**src/hdl/ltw_pkg.sv**
```systemverilog
// Package: register map, field positions and timing constants of the timer
package ltw_pkg;
  localparam logic [11:0] ADDR_CTRL = 12'h000;
  localparam logic [11:0] ADDR_CAPT = 12'h004;
  localparam logic [11:0] ADDR_HALT = 12'h008;
  localparam int CNT_W = 13;
  localparam logic [12:0] CNT_WRAP = 13'h1F39;
  localparam logic [12:0] CNT_ZERO = 13'h0000;
  localparam int CAP_LSB = 5;
  localparam int BIT_CIE = 7;
  localparam int BIT_CEF = 6;
  localparam int BIT_TBD = 5;
  localparam int BIT_TIE = 4;
  localparam int BIT_TEF = 3;
  localparam int BIT_WRF = 2;
  localparam int BIT_WEN = 1;
  localparam int BIT_WDL = 0;
  localparam int BIT_HALT = 0;
  localparam int HALT_RESUME_CYC = 64;
  localparam logic [6:0] RESUME_W = 7'h40;
  localparam logic [31:0] SLV_ZERO = 32'h00000000;
endpackage : ltw_pkg

```
**src/hdl/ltw_capture.sv**
```systemverilog
// Edge-triggered capture of the upper counter bits with a sticky flag
`timescale 1ns/100ps
module ltw_capture (
  input wire logic clk,
  input wire logic reset,
  input wire logic capture_input_pin,
  input wire logic [7:0] count_hi,
  input wire logic rd_clear,
  output logic [7:0] capture_value,
  output logic capture_event_flag
);
  logic pin_reg;
  logic [7:0] cap_reg;
  logic flag_reg;
  wire edge_seen = capture_input_pin ^ pin_reg;
  wire take = edge_seen & ~flag_reg;

  always_ff @(posedge clk) begin
    if (reset) begin
      pin_reg <= 1'b0;
      cap_reg <= 8'h00;
      flag_reg <= 1'b0;
    end else begin
      pin_reg <= capture_input_pin;
      if (take) begin
        cap_reg <= count_hi;
      end
      if (take) begin
        flag_reg <= 1'b1;
      end else if (rd_clear) begin
        flag_reg <= 1'b0;
      end
    end
  end
  assign capture_value = cap_reg;
  assign capture_event_flag = flag_reg;

  chk_capture_hold: assert property (
    @(posedge clk) disable iff (reset)
    flag_reg |=> $stable(cap_reg))
    else $error("capture changed while flag set");
  cov_capture: cover property (@(posedge clk) disable iff (reset) take);
endmodule : ltw_capture

```
**src/hdl/ltw_watchdog.sv**
```systemverilog
// Watchdog period counter built on the timebase counter overflow ticks
`timescale 1ns/100ps
module ltw_watchdog (
  input wire logic clk,
  input wire logic reset,
  input wire logic running,
  input wire logic tick,
  input wire logic active,
  input wire logic force_req,
  output logic period_end,
  output logic expire
);
  // Two overflow ticks make one watchdog period, counted from reset
  logic [1:0] ticks_reg;
  logic elapsed_reg;
  wire end_now = running & tick & ticks_reg[0];

  always_ff @(posedge clk) begin
    if (reset) begin
      ticks_reg <= 2'h0;
      elapsed_reg <= 1'b0;
    end else begin
      if (running && tick) begin
        ticks_reg <= ticks_reg[0] ? 2'h0 : 2'h1;
      end
      // Only a period missed while disabled is remembered for later
      if (end_now && !active) begin
        elapsed_reg <= 1'b1;
      end else if (active) begin
        elapsed_reg <= 1'b0;
      end
    end
  end
  assign period_end = end_now;
  assign expire = (active & (end_now | elapsed_reg)) | force_req;
endmodule : ltw_watchdog

```
**src/hdl/ltw_timer.sv**
```systemverilog
// Lite timebase, watchdog and capture timer with APB register slave
`timescale 1ns/100ps
module ltw_timer #(
  parameter bit HW_WATCHDOG = 1'b0,
  parameter bit RESET_ON_HALT = 1'b0
) (
  input wire logic clk,
  input wire logic reset,
  input wire logic lvd_reset,
  input wire logic wdg_caused_reset,
  input wire logic halt_req,
  input wire logic ext_wakeup,
  input wire logic capture_input_pin,
  input wire logic psel,
  input wire logic penable,
  input wire logic pwrite,
  input wire logic [11:0] paddr,
  input wire logic [31:0] pwdata,
  output logic [31:0] prdata,
  output logic pready,
  output logic pslverr,
  output logic timebase_irq,
  output logic capture_irq,
  output logic watchdog_reset_req
);
  ////////////////////////////////////////////////////////////////////////
  logic [12:0] count_reg;
  logic half_reg;
  logic tbd_reg, tie_reg, tef_reg, cie_reg, wen_reg, wdl_reg, wrf_reg;
  logic halted_reg;
  logic [6:0] resume_reg;
  logic [31:0] prdata_reg;
  logic tb_irq_reg, cap_irq_reg, wdr_reg;
  logic pslverr_reg;
  logic [7:0] cap_val;
  logic cap_flag;
  logic wd_end, wd_expire;

  wire access = psel & penable;
  wire wr = access & pwrite;
  wire rd = access & ~pwrite;
  wire sel_ctrl = paddr == ltw_pkg::ADDR_CTRL;
  wire sel_capt = paddr == ltw_pkg::ADDR_CAPT;
  wire sel_halt = paddr == ltw_pkg::ADDR_HALT;
  wire mapped = sel_ctrl | sel_capt | sel_halt;
  wire rd_ctrl = rd & sel_ctrl;
  wire rd_capt = rd & sel_capt;
  wire wr_ctrl = wr & sel_ctrl;
  wire running = ~halted_reg;
  wire wrap = running & (count_reg == ltw_pkg::CNT_WRAP);
  wire tb_event = wrap & (tbd_reg ? half_reg : 1'b1);
  wire wd_active = (HW_WATCHDOG | wen_reg) & (resume_reg == 7'h00);
  wire wd_armed = HW_WATCHDOG | wen_reg;
  wire wd_refreshed = wdl_reg;
  wire force_reset = wd_armed & wrf_reg & ~wdr_reg;
  wire wd_fire = (wd_expire & ~wd_refreshed) | force_reset;
  wire [7:0] ctrl_view = {cie_reg, cap_flag, tbd_reg, tie_reg, tef_reg,
                          wrf_reg, wen_reg, wdl_reg};
  wire [31:0] rd_mux = sel_ctrl ? {24'h000000, ctrl_view} :
                       sel_capt ? {24'h000000, cap_val} :
                       sel_halt ? {31'h00000000, halted_reg} :
                       ltw_pkg::SLV_ZERO;

  ////////////////////////////////////////////////////////////////////////
  // Free-running counter, frozen during halt
  always_ff @(posedge clk) begin
    if (reset) begin
      count_reg <= ltw_pkg::CNT_ZERO;
      half_reg <= 1'b0;
    end else if (wrap) begin
      count_reg <= ltw_pkg::CNT_ZERO;
      half_reg <= ~half_reg;
    end else if (running) begin
      count_reg <= count_reg + 13'h0001;
    end
  end

  ////////////////////////////////////////////////////////////////////////
  // Halt state and watchdog resume delay after wake-up
  always_ff @(posedge clk) begin
    if (reset) begin
      halted_reg <= 1'b0;
      resume_reg <= 7'h00;
    end else if (halted_reg && ext_wakeup) begin
      halted_reg <= 1'b0;
      resume_reg <= ltw_pkg::RESUME_W;
    end else begin
      if (halt_req && !RESET_ON_HALT) begin
        halted_reg <= 1'b1;
      end
      if (resume_reg != 7'h00) begin
        resume_reg <= resume_reg - 7'h01;
      end
    end
  end

  ////////////////////////////////////////////////////////////////////////
  // Control/status bits
  always_ff @(posedge clk) begin
    if (reset) begin
      cie_reg <= 1'b0;
      tbd_reg <= 1'b0;
      tie_reg <= 1'b0;
      wen_reg <= 1'b0;
      wdl_reg <= 1'b0;
    end else begin
      if (wr_ctrl) begin
        cie_reg <= pwdata[ltw_pkg::BIT_CIE];
        tbd_reg <= pwdata[ltw_pkg::BIT_TBD];
        tie_reg <= pwdata[ltw_pkg::BIT_TIE];
        wen_reg <= pwdata[ltw_pkg::BIT_WEN];
      end
      if (wr_ctrl && pwdata[ltw_pkg::BIT_WDL]) begin
        wdl_reg <= 1'b1;
      end else if (wd_end) begin
        wdl_reg <= 1'b0;
      end
    end
  end

  // Timebase flag: set wins over read-clear
  always_ff @(posedge clk) begin
    if (reset) begin
      tef_reg <= 1'b0;
    end else if (tb_event) begin
      tef_reg <= 1'b1;
    end else if (rd_ctrl) begin
      tef_reg <= 1'b0;
    end
  end

  // Watchdog reset flag survives ordinary resets; only LVD or a control register read clears it
  always_ff @(posedge clk) begin
    if (lvd_reset) begin
      wrf_reg <= 1'b0;
    end else if (reset) begin
      wrf_reg <= wrf_reg | wdg_caused_reset;
    end else if (wr_ctrl && pwdata[ltw_pkg::BIT_WRF]) begin
      wrf_reg <= 1'b1;
    end else if (rd_ctrl) begin
      wrf_reg <= 1'b0;
    end
  end

  ////////////////////////////////////////////////////////////////////////
  // Outputs and APB read data
  always_ff @(posedge clk) begin
    if (reset) begin
      prdata_reg <= ltw_pkg::SLV_ZERO;
      tb_irq_reg <= 1'b0;
      cap_irq_reg <= 1'b0;
      wdr_reg <= 1'b0;
      pslverr_reg <= 1'b0;
    end else begin
      // Error is decided in setup so it stands through the access cycle
      pslverr_reg <= psel & ~penable & ~mapped;
      if (psel && !penable && !pwrite) begin
        prdata_reg <= rd_mux;
      end
      tb_irq_reg <= tef_reg & tie_reg;
      cap_irq_reg <= cap_flag & cie_reg;
      wdr_reg <= wd_fire;
    end
  end

  assign prdata = prdata_reg;
  assign pready = 1'b1;
  assign pslverr = pslverr_reg;
  assign timebase_irq = tb_irq_reg;
  assign capture_irq = cap_irq_reg;
  assign watchdog_reset_req = wdr_reg;

  ltw_watchdog u_wdg (
    .clk(clk),
    .reset(reset),
    .running(running),
    .tick(wrap),
    .active(wd_active),
    .force_req(1'b0),
    .period_end(wd_end),
    .expire(wd_expire)
  );

  ltw_capture u_cap (
    .clk(clk),
    .reset(reset),
    .capture_input_pin(capture_input_pin),
    .count_hi(count_reg[ltw_pkg::CNT_W-1:ltw_pkg::CAP_LSB]),
    .rd_clear(rd_capt),
    .capture_value(cap_val),
    .capture_event_flag(cap_flag)
  );

  ////////////////////////////////////////////////////////////////////////
  // Counter
  chk_counter_wrap: assert property (
    @(posedge clk) disable iff (reset)
    (count_reg == ltw_pkg::CNT_WRAP && running) |=>
      count_reg == ltw_pkg::CNT_ZERO)
    else $error("counter did not wrap at end value");
  chk_count_range: assert property (
    @(posedge clk) disable iff (reset)
    count_reg <= ltw_pkg::CNT_WRAP)
    else $error("counter beyond end value");
  chk_count_step: assert property (
    @(posedge clk) disable iff (reset)
    (running && !wrap) |=> count_reg == $past(count_reg) + 13'h0001)
    else $error("counter did not step by one");
  chk_count_clear: assert property (
    @(posedge clk)
    reset |=> count_reg == ltw_pkg::CNT_ZERO)
    else $error("counter not cleared by reset");
  chk_halt_freeze: assert property (
    @(posedge clk) disable iff (reset)
    (halted_reg && !ext_wakeup) |=> $stable(count_reg))
    else $error("counter moved in halt");
  ////////////////////////////////////////////////////////////////////////
  // Timebase
  chk_tb_single: assert property (
    @(posedge clk) disable iff (reset)
    (wrap && !tbd_reg) |-> tb_event)
    else $error("timebase event missing on wrap");
  chk_tb_double: assert property (
    @(posedge clk) disable iff (reset)
    (wrap && tbd_reg && !half_reg) |-> !tb_event)
    else $error("timebase event on skipped wrap");
  chk_tbflag_set: assert property (
    @(posedge clk) disable iff (reset)
    tb_event |=> tef_reg)
    else $error("timebase flag not set");
  chk_tbflag_idle: assert property (
    @(posedge clk) disable iff (reset)
    (!tef_reg && !tb_event) |=> !tef_reg)
    else $error("timebase flag set without event");
  chk_tbflag_clear: assert property (
    @(posedge clk) disable iff (reset)
    (rd_ctrl && !tb_event) |=> !tef_reg)
    else $error("timebase flag not cleared by read");
  chk_tbflag_keep: assert property (
    @(posedge clk) disable iff (reset)
    (tef_reg && !rd_ctrl) |=> tef_reg)
    else $error("timebase flag lost without read");
  chk_tb_irq: assert property (
    @(posedge clk) disable iff (reset)
    (tef_reg && !tie_reg) |=> !timebase_irq)
    else $error("timebase irq while disabled");
  chk_tb_irq_on: assert property (
    @(posedge clk) disable iff (reset)
    (tef_reg && tie_reg) |=> timebase_irq)
    else $error("timebase irq missing");
  chk_irq_reset: assert property (
    @(posedge clk)
    reset |=> !timebase_irq)
    else $error("timebase irq after reset");
  ////////////////////////////////////////////////////////////////////////
  // Capture
  chk_cap_irq: assert property (
    @(posedge clk) disable iff (reset)
    (cap_flag && cie_reg) |=> capture_irq)
    else $error("capture irq missing");
  chk_cap_irq_off: assert property (
    @(posedge clk) disable iff (reset)
    (cap_flag && !cie_reg) |=> !capture_irq)
    else $error("capture irq while disabled");
  chk_cap_clear: assert property (
    @(posedge clk) disable iff (reset)
    (rd_capt && cap_flag) |=> !cap_flag)
    else $error("capture flag not cleared by read");
  ////////////////////////////////////////////////////////////////////////
  // Watchdog
  chk_wdg_timeout: assert property (
    @(posedge clk) disable iff (reset)
    (wd_end && wd_active && !wdl_reg) |=> watchdog_reset_req)
    else $error("watchdog expiry gave no reset");
  chk_wdg_off: assert property (
    @(posedge clk) disable iff (reset)
    !wd_armed |=> !watchdog_reset_req)
    else $error("reset while watchdog disabled");
  chk_delay_refresh: assert property (
    @(posedge clk) disable iff (reset)
    (wd_end && wdl_reg && !force_reset) |=> !watchdog_reset_req)
    else $error("reset despite delay bit");
  chk_delay_set: assert property (
    @(posedge clk) disable iff (reset)
    (wr_ctrl && pwdata[ltw_pkg::BIT_WDL]) |=> wdl_reg)
    else $error("delay bit not set by write");
  chk_delay_clear: assert property (
    @(posedge clk) disable iff (reset)
    (wd_end && !(wr_ctrl && pwdata[ltw_pkg::BIT_WDL])) |=> !wdl_reg)
    else $error("delay bit not cleared at period end");
  chk_force_reset: assert property (
    @(posedge clk) disable iff (reset)
    (wen_reg && wrf_reg && !wdr_reg) |=> watchdog_reset_req)
    else $error("forced reset missing");
  chk_wrf_write: assert property (
    @(posedge clk) disable iff (reset)
    (wr_ctrl && pwdata[ltw_pkg::BIT_WRF] && !lvd_reset) |=> wrf_reg)
    else $error("reset flag not set by write");
  chk_wrf_read: assert property (
    @(posedge clk) disable iff (reset)
    (rd_ctrl && !lvd_reset) |=> !wrf_reg)
    else $error("reset flag not cleared by read");
  chk_wrf_cause: assert property (
    @(posedge clk)
    (reset && wdg_caused_reset && !lvd_reset) |=> wrf_reg)
    else $error("reset flag not set by watchdog reset");
  chk_wrf_keep: assert property (
    @(posedge clk)
    (reset && wrf_reg && !lvd_reset) |=> wrf_reg)
    else $error("reset flag lost on ordinary reset");
  chk_wrf_lvd: assert property (
    @(posedge clk)
    lvd_reset |=> !wrf_reg)
    else $error("reset flag kept through low-voltage reset");
  chk_wen_reset: assert property (
    @(posedge clk)
    reset |=> !wen_reg)
    else $error("watchdog enabled after reset");
  ////////////////////////////////////////////////////////////////////////
  // Halt and wake-up
  chk_halt_enter: assert property (
    @(posedge clk) disable iff (reset)
    (halt_req && !RESET_ON_HALT && !halted_reg) |=> halted_reg)
    else $error("halt not entered");
  chk_halt_hold: assert property (
    @(posedge clk) disable iff (reset)
    (halted_reg && !ext_wakeup) |=> halted_reg)
    else $error("halt left without wake-up");
  chk_wake_leave: assert property (
    @(posedge clk) disable iff (reset)
    (halted_reg && ext_wakeup) |=> !halted_reg)
    else $error("halt not left on wake-up");
  chk_resume_wait: assert property (
    @(posedge clk) disable iff (reset)
    (halted_reg && ext_wakeup) |=> resume_reg == ltw_pkg::RESUME_W)
    else $error("resume delay not loaded");
  chk_resume_block: assert property (
    @(posedge clk) disable iff (reset)
    (resume_reg != 7'h00) |-> !wd_active)
    else $error("watchdog active during resume delay");
  chk_resume_count: assert property (
    @(posedge clk) disable iff (reset)
    (resume_reg != 7'h00 && !(halted_reg && ext_wakeup)) |=>
      resume_reg == $past(resume_reg) - 7'h01)
    else $error("resume delay did not count down");
  ////////////////////////////////////////////////////////////////////////
  // Register read path, then coverage points
  chk_rd_sample: assert property (
    @(posedge clk) disable iff (reset)
    (psel && !penable && !pwrite) |=> prdata == $past(rd_mux))
    else $error("read data not loaded in setup");
  cov_tb: cover property (@(posedge clk) disable iff (reset) tb_event);
  cov_tb_double: cover property (@(posedge clk) disable iff (reset)
    tb_event && tbd_reg);
  cov_wdr: cover property (@(posedge clk) disable iff (reset) wd_fire);
  cov_wake: cover property (@(posedge clk) disable iff (reset)
    halted_reg && ext_wakeup);
endmodule : ltw_timer

```
**config.mk**
```make
export PLATFORM = sky130hd
export DESIGN_NAME = ltw_timer
export DESIGN_NICKNAME = d
export VERILOG_FILES = /design/src/hdl/ltw_pkg.sv /design/src/hdl/ltw_capture.sv /design/src/hdl/ltw_watchdog.sv /design/src/hdl/ltw_timer.sv
export SDC_FILE = /design/constraint.sdc
export NUM_CORES = 1
export LEC_CHECK = 0
export ABC_AREA = 0
export BUFFER_PORTS_ARGS = -buffer_cell sky130_fd_sc_hd__buf_2
export CAP_MARGIN = 20
export CORE_MARGIN = 2
export CORE_UTILIZATION = 35
export CTS_BUF_LIST = sky130_fd_sc_hd__clkbuf_8
export DETAILED_ROUTE_END_ITERATION = 8
export GPL_TIMING_DRIVEN = 0
export PLACE_DENSITY = 0.66
export SLEW_MARGIN = 20
export SYNTH_ARGS = -nofsm -noshare
export SYNTH_HDL_FRONTEND = slang
export SYNTH_SLANG_ARGS = --single-unit
```
**constraint.sdc**
```tcl
create_clock -name clk -period 4.7 [get_ports clk]
set_input_delay 0.47 -clock clk [delete_from_list [all_inputs] [get_ports clk]]
set_output_delay 0.47 -clock clk [all_outputs]
set_load 0.01 [all_outputs]
```
==> results list, run 1 <==
- Outcome: completed
* Layout cells sized above 1: 23.5%
* Residual DRC count: 0
- The worst register-to-register path has a setup slack of 2.79 ns.
- Max FFs per register: 13
- For hold timing, the worst endpoint is halted_reg.
* Final net count: 388
- Post-CTS Repair Setup Buffers: 0
* Top Metal Used: met4
- Diode count: 0
- For the final database, setup skew stands at 0.0151 ns.
* Max Freq: 523 MHz
* Number of buffers on the longest clock path: 2
- Compared with the post-synthesis result, the final layout area differs by 20.8%.
- Across all layers, the routed design uses 1913 vias.
* Average footprint of a synthesized cell: 9.32 um2
- Detailed routing placed a total of 2.11 mm of wire on met2.
* Synth warn: 0
- Register bit count reported by yosys: 53
- WL met3: 238 um
- The die covers 7690 um2.
- Number of synthesized flops with an enable pin: 0
- At the end of the flow the core is filled with cells to 43.6%.
- Total gr overflow: 0
* Global placer's final weighted congestion: 0.777
- Total clock buffers created by CTS: 5
- Wires add up to 4.87 mm.
- Number of hold buffers added after CTS: 0
* Type of element launching the critical path: flop
* Worst hold stages: 3
* Post-detail-place hpwl: 3.70 mm
- Crit path arrival time: 2.13 ns
* Initial DRC Count: 66
- After synthesis the cells add up to 2450 um2.
- Dividing the final minimum period by the clock period gives 40.7%.
- In this run the critical register-to-register path is launched from resume_reg[0].
- The detail route stage leaves a number of antenna-violating nets equal to 0.
- LEAKAGE: 0.00132 uW
- TritonCTS clock tree: done
- Layout fillers: 675
- Length of the first detailed-routing pass in iterations: 4
- Final count of pins violating max slew: 0
- Count of standard-cell rows: 30
* CP Class: reg2reg
- Yosys attributes the largest share of cell area to dfxtp_1 (43%), mux2i_1 (7.8%), buf_4 (7.7%), nor2_1 (6.1%), xnor2_1 (3.6%).
- Floorplan die width: 87.7 um
- Worst setup path start: resume_reg[0]
* Count of buffers from port buffering: 38
* Design Power: 1050 uW
* GR Util All Layers: 13.0%
* Critical path required time: 4.91 ns
- The critical path contains buffers and inverters numbering 2 combined.
- Total of cells resized after clock tree synthesis: 0
* Most used flip-flop cell after synthesis: dfxtp_1
- Tightest Pin Transition: 0.627 ns
- Once layout is complete, the cells apart from fillers number 428.
* Sequential share of the synthesized area: 43.3%
* Floorplan Core Area: 6790 um2
* Number of levels in the clock H-tree: 2
* Drt via density: 4.47
* Area used by multi-input combinational logic: 1230 um2
- Chain of cells forming the critical path: inv_1 > ha_1 > or3b_4 > or4_1 > buf_2 > o41ai_2
* Hold Violations, Final: 0
- The via count of the first global-routing pass came to 1735.
- Number of distinct library cell variants in the gate-level netlist after synthesis: 45
- Endpoint type of the worst setup path: flop
* Clock tree root driver cell: clkbuf_8
- Worst VDD drop: 0.168 mV
- Clock-pin slew was measured on the worst setup and hold paths at 0.09 ns.
* First-pass GRT wire length: 7.98 mm
* Clock sinks: 53
- The cell family contributing the most delay on the critical path is simple AND/OR/NAND/NOR gates.
- After detailed routing, the wire length on met1 is 2.46 mm.
- Endpoint of the most critical register-to-register path: watchdog_reset_req
* Share of synthesized registers carrying an async set or reset: 0%
* Synthesized netlist cell count: 263
- Die extent in y: 87.7 um
* Top-level port count: 91
* Final setup TNS: 0 ns
- Entering global routing, the biggest net connects 18 pins.
- The worst register-to-register path has a depth of 6.
- The largest total area in the synthesized netlist belongs to dfxtp_1.
- The startpoint identified for the worst hold timing path is halt_req.
* Time the worst path needs with I/O delays and setup: 1.91 ns
* Max-cap violation count: 0
- Setup repair after global routing left no endpoint under its margin.
- Post-synth top area share: 43.3%
- Worst-case headroom to the max-slew limit: 58.2%
* Cell count after placement: 420
* Initial cell density of the core: 36.1%
- In the final routed layout, each cell accounts on average for 11.4 um.
* Register Area: 1060 um2
- Cell area power density: 356 nW/um2
- CP Max Fanout: 6
- At the later pin of the worst-skew pair, clock insertion delay measures 0.31 ns.
- Type of the tightest min-delay check: in2reg
- Initial antenna violation count: 0
- Standard cell with the maximum stage delay on the critical path: or3b_4
- In this design, the stage delay of the slowest critical-path cell is 0.40 ns.
* Count of final setup violators: 0
==> per-stage QoR <==
stage	hold slack, ns	cell area, um2	setup WS [ns]
CTS	0.367	2960	2.78
global route	0.373	2960	2.68
finish	0.371	2960	2.79
detailed placement	0.441	2850	2.72
global placement	0.442	2850	2.79
floorplan	0.440	2540	2.88
==> cells in the final DEF (no fill, tap or decap), drive strengths merged, types with 2 or more instances in the layout <==
cell	n
nand4	7
conb	25
ha	3
buf	66
a21oi	7
nor3	4
o41ai	2
clkbuf	10
dfxtp	53
nand3b	3
o21ai	6
nand3	6
or3	5
xnor2	10
nand2	9
mux2i	19
nor2b	2
xor2	8
nand4b	4
a211oi	3
o2bb2ai	7
nor4	4
inv	8
and3	4
nor2	41
==> synth_stat cells, types with 2 or more instances <==
library cell	n
nand4_1	7
buf_4	25
a21oi_1	7
o21ai_0	5
clkbuf_1	5
xor2_1	8
or3_1	5
buf_2	2
nand3b_1	3
ha_1	3
mux2i_1	19
nand3_1	6
o2bb2ai_1	7
conb_1	2
and3_1	4
nand4b_1	4
nor4_1	3
nor3_1	4
inv_1	7
nand2_1	9
nor2_1	40
xnor2_1	10
dfxtp_1	53
a211oi_1	3
nor2b_1	2
==> tightest hold or removal path: cells and delay by family <==
| family | cells | cell delay [ns] |
|---|---|---|
| buf+inv | 1 | 0.08 |
| simple gates | 2 | 0.09 |
==> how the worst max path moves through the flow <==
stage | end | slack [ns] | depth (start not counted)
after global routing | watchdog_reset_req | 2.68 | 6
after detailed placement | tie_reg | 2.72 | 5
final | watchdog_reset_req | 2.79 | 6
after floorplan | watchdog_reset_req | 2.88 | 6
after CTS | watchdog_reset_req | 2.78 | 6
after global placement | tie_reg | 2.79 | 5
==> area by class of cell <==
| cell class | count | share of cell area (%) |
|---|---|---|
| buffer | 33 | 7.44 |
| tap | 96 | 4.06 |
| timing repair buffer | 38 | 6.42 |
| clock buffer | 5 | 2.32 |
| sequential | 53 | 35.8 |
| clock inverter | 3 | 1.48 |
| inverter | 7 | 0.887 |
| multi-input combinational | 193 | 41.6 |
==> metal layers <==
metal | track usage (%) | up-vias
met5 | 0 | -
met4 | 4.20 | 0
met3 | 3.11 | 6
met2 | 20.5 | 58
met1 | 17.6 | 843
li1 | - | 1006
==> power by group <==
part           internal, uW  switching [uW]
clock                   160             151
sequential              482            27.6
combinational           115             118
total                   756             297
==> cell families after synthesis <==
kind of cell | synth area share [%]
XOR/XNOR | 6.43
adder cells (fa/ha/maj) | 1.53
multiplexers | 7.76
AO/OA/AOI/OAI | 9.34
other | 0.306
buffers and inverters | 10.1
flip-flops | 43.3
AND/OR/NAND/NOR | 21.3
Note: power is estimated with default switching activity, not from simulation.
==> run 2, diff against run 1 <==
--- a/config.mk
+++ b/config.mk
@@ -5,7 +5,7 @@
 export SDC_FILE = /design/constraint.sdc
 export NUM_CORES = 1
 export LEC_CHECK = 0
-export ABC_AREA = 0
+export ABC_AREA = 1
 export BUFFER_PORTS_ARGS = -buffer_cell sky130_fd_sc_hd__buf_2
 export CAP_MARGIN = 20
 export CORE_MARGIN = 2
@@ -13,7 +13,7 @@
 export CTS_BUF_LIST = sky130_fd_sc_hd__clkbuf_8
 export DETAILED_ROUTE_END_ITERATION = 8
 export GPL_TIMING_DRIVEN = 0
-export PLACE_DENSITY = 0.66
+export PLACE_DENSITY = 0.67
 export SLEW_MARGIN = 20
 export SYNTH_ARGS = -nofsm -noshare
 export SYNTH_HDL_FRONTEND = slang
==> constraint.sdc (replaced) <==
create_clock -name clk -period 1.69 [get_ports clk]
set_input_delay 0.169 -clock clk [delete_from_list [all_inputs] [get_ports clk]]
set_output_delay 0.169 -clock clk [all_outputs]
set_load 0.01 [all_outputs]
==> run 2 against run 1 <==
  * Core utilization decreased by 0.58 points
  * Non-clock buffer count up 1
  * Critical path depth unchanged
  * Largest power group unchanged
  * Global-route usage increased by 0.70 points
  * Critical endpoint is now count_reg[6]
==> results list, run 2 <==
- The maximum achievable frequency was 671 MHz (+28%).
- Area of the mapped netlist: 2670 um2 (+8.7%)
- The die width is 91.3 um (+4.1%).
- The worst register-to-register path ends at count_reg[6].
- Count of final setup violators: 0 (unchanged)
- The setup slack of the most critical reg-to-reg path was 0.20 ns (-2.59 ns).
* Synth-to-layout area growth: 18.3%
- The routed via count was 2352 (+23%).
* DRT Wirelength: 5.63 mm (+16%)
- Max FFs per register: 13 (unchanged)
- Die Footprint: 8330 um2 (+8.3%)
- Max-cap violation count: 0 (unchanged)
* Clock tree root driver cell: clkbuf_8
* Leading cell types by total area after synthesis: dfxtp_1 (40%), nand2_1 (8.6%), buf_4 (7.3%), inv_1 (6.2%), nand3_1 (6.2%)
* Global placer's final weighted congestion: 0.818 (+5.3%)
* Worst VDD drop: 0.293 mV (+74%)
* Top library cells by usage in the layout, fill and taps aside: nand2_1 (61), dfxtp_1 (53), inv_1 (45)
- Critical path required time: 1.88 ns (-3.03 ns)
- The starting density of the core was 36.4% (+0.26 points).
- Type of element launching the critical path: flop
- Total of cells resized after clock tree synthesis: 0 (unchanged)
- The gate count of the mapped netlist came to 361 (+37%).
* Synth warn: 0 (unchanged)
- Clock-pin transition on the worst setup and hold timing paths: 0.09 ns (about the same)
- Sorting the synthesized cells by how often they occur yields nand2_1 (61), dfxtp_1 (53), inv_1 (44).
* Synth area leader: dfxtp_1
- The net count reported at finish is 487 (+26%).
- The detailed-placement wirelength estimate came to 4.40 mm (+19%).
* Antenna violation net count after detailed routing: 0 (unchanged)
* Hold endpoint: prdata[0]
- The via count of the first global-routing pass came to 2137 (+23%).
- The post-placement cell count came to 522 (+24%).
- Tightest Pin Transition: 0.548 ns (-0.0788 ns)
- The library cell used most frequently in the layout, excluding fill and tap cells, is nand2_1.
- By instance count, the leading cell after synthesis is nand2_1.
- Number of distinct library cell variants in the gate-level netlist after synthesis: 37 (-18%)
- The number of CTS-inserted buffers is 5 (unchanged).
- The total congestion overflow was 0 (unchanged).
- The number of H-tree levels was 2 (unchanged).
* Routed length per placed instance: 10.6 um (-6.5%)
- The detailed router's first-iteration violation count is 89 (+35%).
- Area after detailed placement: 3070 um2 (+7.8%)
- Number of standard cells in the layout, taps in and fillers out: 530 (+24%)
- Startpoint of the lowest-slack hold path: reset
* Initial antenna violation count: 0 (unchanged)
* CP Max Fanout: 4 (-2)
- The worst slew slack as a fraction of its limit is 63.3% (+5.1 points).
- Number of buffers on the longest clock path: 2 (unchanged)
- The clock insertion delay at the later pin of the skew report came to 0.31 ns (about the same).
- Cells on worst reg2reg path: 6 (unchanged)
- Tcrit/Tclk final: 88.2% (+47 points)
- The number of buffers inserted to repair setup after CTS came to 0 (unchanged).
- In this run the critical register-to-register path is launched from count_reg[0].
- GR Util All Layers: 13.7% (+0.70 points)
- LEAKAGE: 0.00144 uW (+9.1%)
- The area share of the largest cell type after synthesis came to 39.8% (-3.5 points).
* Register bit count reported by yosys: 53 (unchanged)
* CP Class: reg2reg
- Length of the first detailed-routing pass in iterations: 4 (unchanged)
- Among all flip-flop cells after synthesis, the most frequent one is dfxtp_1.
- Final count of pins violating max slew: 0 (unchanged)
- Average footprint of a synthesized cell: 7.38 um2 (-21%)
- The number of primary I/O pins is 91 (unchanged).
* Residual DRC count: 0 (unchanged)
* Largest net degree at the start of global routing: 16 (-2)
- TritonCTS clock tree: done
- Outcome: completed
- The cell depth of the worst hold path was 2 (-1).
- The worst setup path is captured at a flop.
- The core footprint is 7330 um2 (+7.9%).
* Diode count: 0 (unchanged)
- Cell area power density: 865 nW/um2 (+140%)
* Hold Violations, Final: 0 (unchanged)
* Number of synthesized flops with an enable pin: 0 (unchanged)
* Type of the tightest min-delay check: in2reg
- Sequential share of the synthesized area: 39.8% (-3.5 points)
* Layout cells sized above 1: 24.1% (+0.64 points)
* Drt via density: 4.44 (-0.71%)
- First-pass GRT wire length: 9.45 mm (+18%)
- The post-route minimum period was 1.49 ns (-0.421 ns).
* Crit path arrival time: 1.68 ns (-0.45 ns)
* Share of synthesized registers carrying an async set or reset: 0% (unchanged)
- The floorplan die height came to 91.3 um (+4.1%).
- Count of buffers from port buffering: 39 (+2.6%)
- The post-layout instance area came to 3150 um2 (+6.5%).
- The sum of negative setup slack came to 0 ns (unchanged).
- The total number of clock tree sinks is 53 (unchanged).
* Fin Clk Skew: 0.00904 ns (-0.00611 ns)
- The number of rows in the core area was 31 (+3.3%).
- The hold buffer count at CTS is 0 (unchanged).
* RSZ-0062 raised after global routing: false
run 2: changes by cell type in the layout (fill, tap and decap cells not counted), sizes merged, moves of 10 or more:
cell / before / now
nand2: 9 / 66
nand3: 6 / 33
o21ai: 6 / 16
mux2i: 19 / 0
a21oi: 7 / 29
inv: 8 / 49
run 2: area by class of cell:
type,count,area [um2]
fill,745,4180
multi-input combinational,249,1270
sequential,53,1060
buffer,33,239
timing repair buffer,39,195
inverter,49,184
tap,99,124
clock buffer,5,68.8
clock inverter,3,13.8
run 2: worst max-delay path by stage:
stage	startpoint	to	slack, ns	cells past startpoint
after global placement	penable	prdata[7]	0.21	8
final	count_reg[0]	count_reg[6]	0.20	6
after floorplan	count_reg[0]	count_reg[6]	0.37	6
after detailed placement	penable	prdata[7]	0.19	8
after global routing	count_reg[0]	count_reg[6]	0.008	6
after CTS	count_reg[0]	count_reg[6]	0.17	6
run 2: where the power goes:
part | switching, uW | total (uW) | internal, uW
clock network | 404 | 686 | 282
logic | 350 | 612 | 262
registers | 72.3 | 1430 | 1360
run 2: metrics by stage:
stage / util (%) / worst slack [ns] / hold slack, ns / power (uW)
after floorplan: - / 0.369 / 0.238 / 1930
after global routing: 43.0 / 0.00771 / 0.0574 / 2900
after detailed placement: 41.9 / 0.191 / 0.384 / 2070
after CTS: 43.0 / 0.171 / 0.0513 / 2750
final: 43.0 / 0.200 / 0.0623 / 2730
after global placement: 41.9 / 0.212 / 0.369 / 2050
run 2: kinds of logic (layout without fill, tap and decap cells):
kind of cell	Yosys count	count (layout)	synth area share, %
adder cells (fa/ha/maj)	3	3	1.41
XOR/XNOR	4	4	1.31
AO/OA/AOI/OAI	57	57	12.6
buffers and inverters	82	129	15.9
other	2	25	0.282
flip-flops	53	53	39.8
AND/OR/NAND/NOR	160	160	28.7
run 2: worst max-delay path: stages (launching register included):
cell and delay (ns):
dfxtp_1 0.44, ha_1 0.21, inv_1 0.06, nor3_1 0.27
nand2_1 0.13, o21ai_0 0.21, a21oi_2 0.07
run 2: per-layer routing:
layer,GRT usage [%],up-vias,part of all wire (%)
met5,0,-,0
met4,4.29,0,1.2
met3,3.07,8,6.4
met2,23.0,67,45
met1,17.6,1033,47
li1,-,1244,-
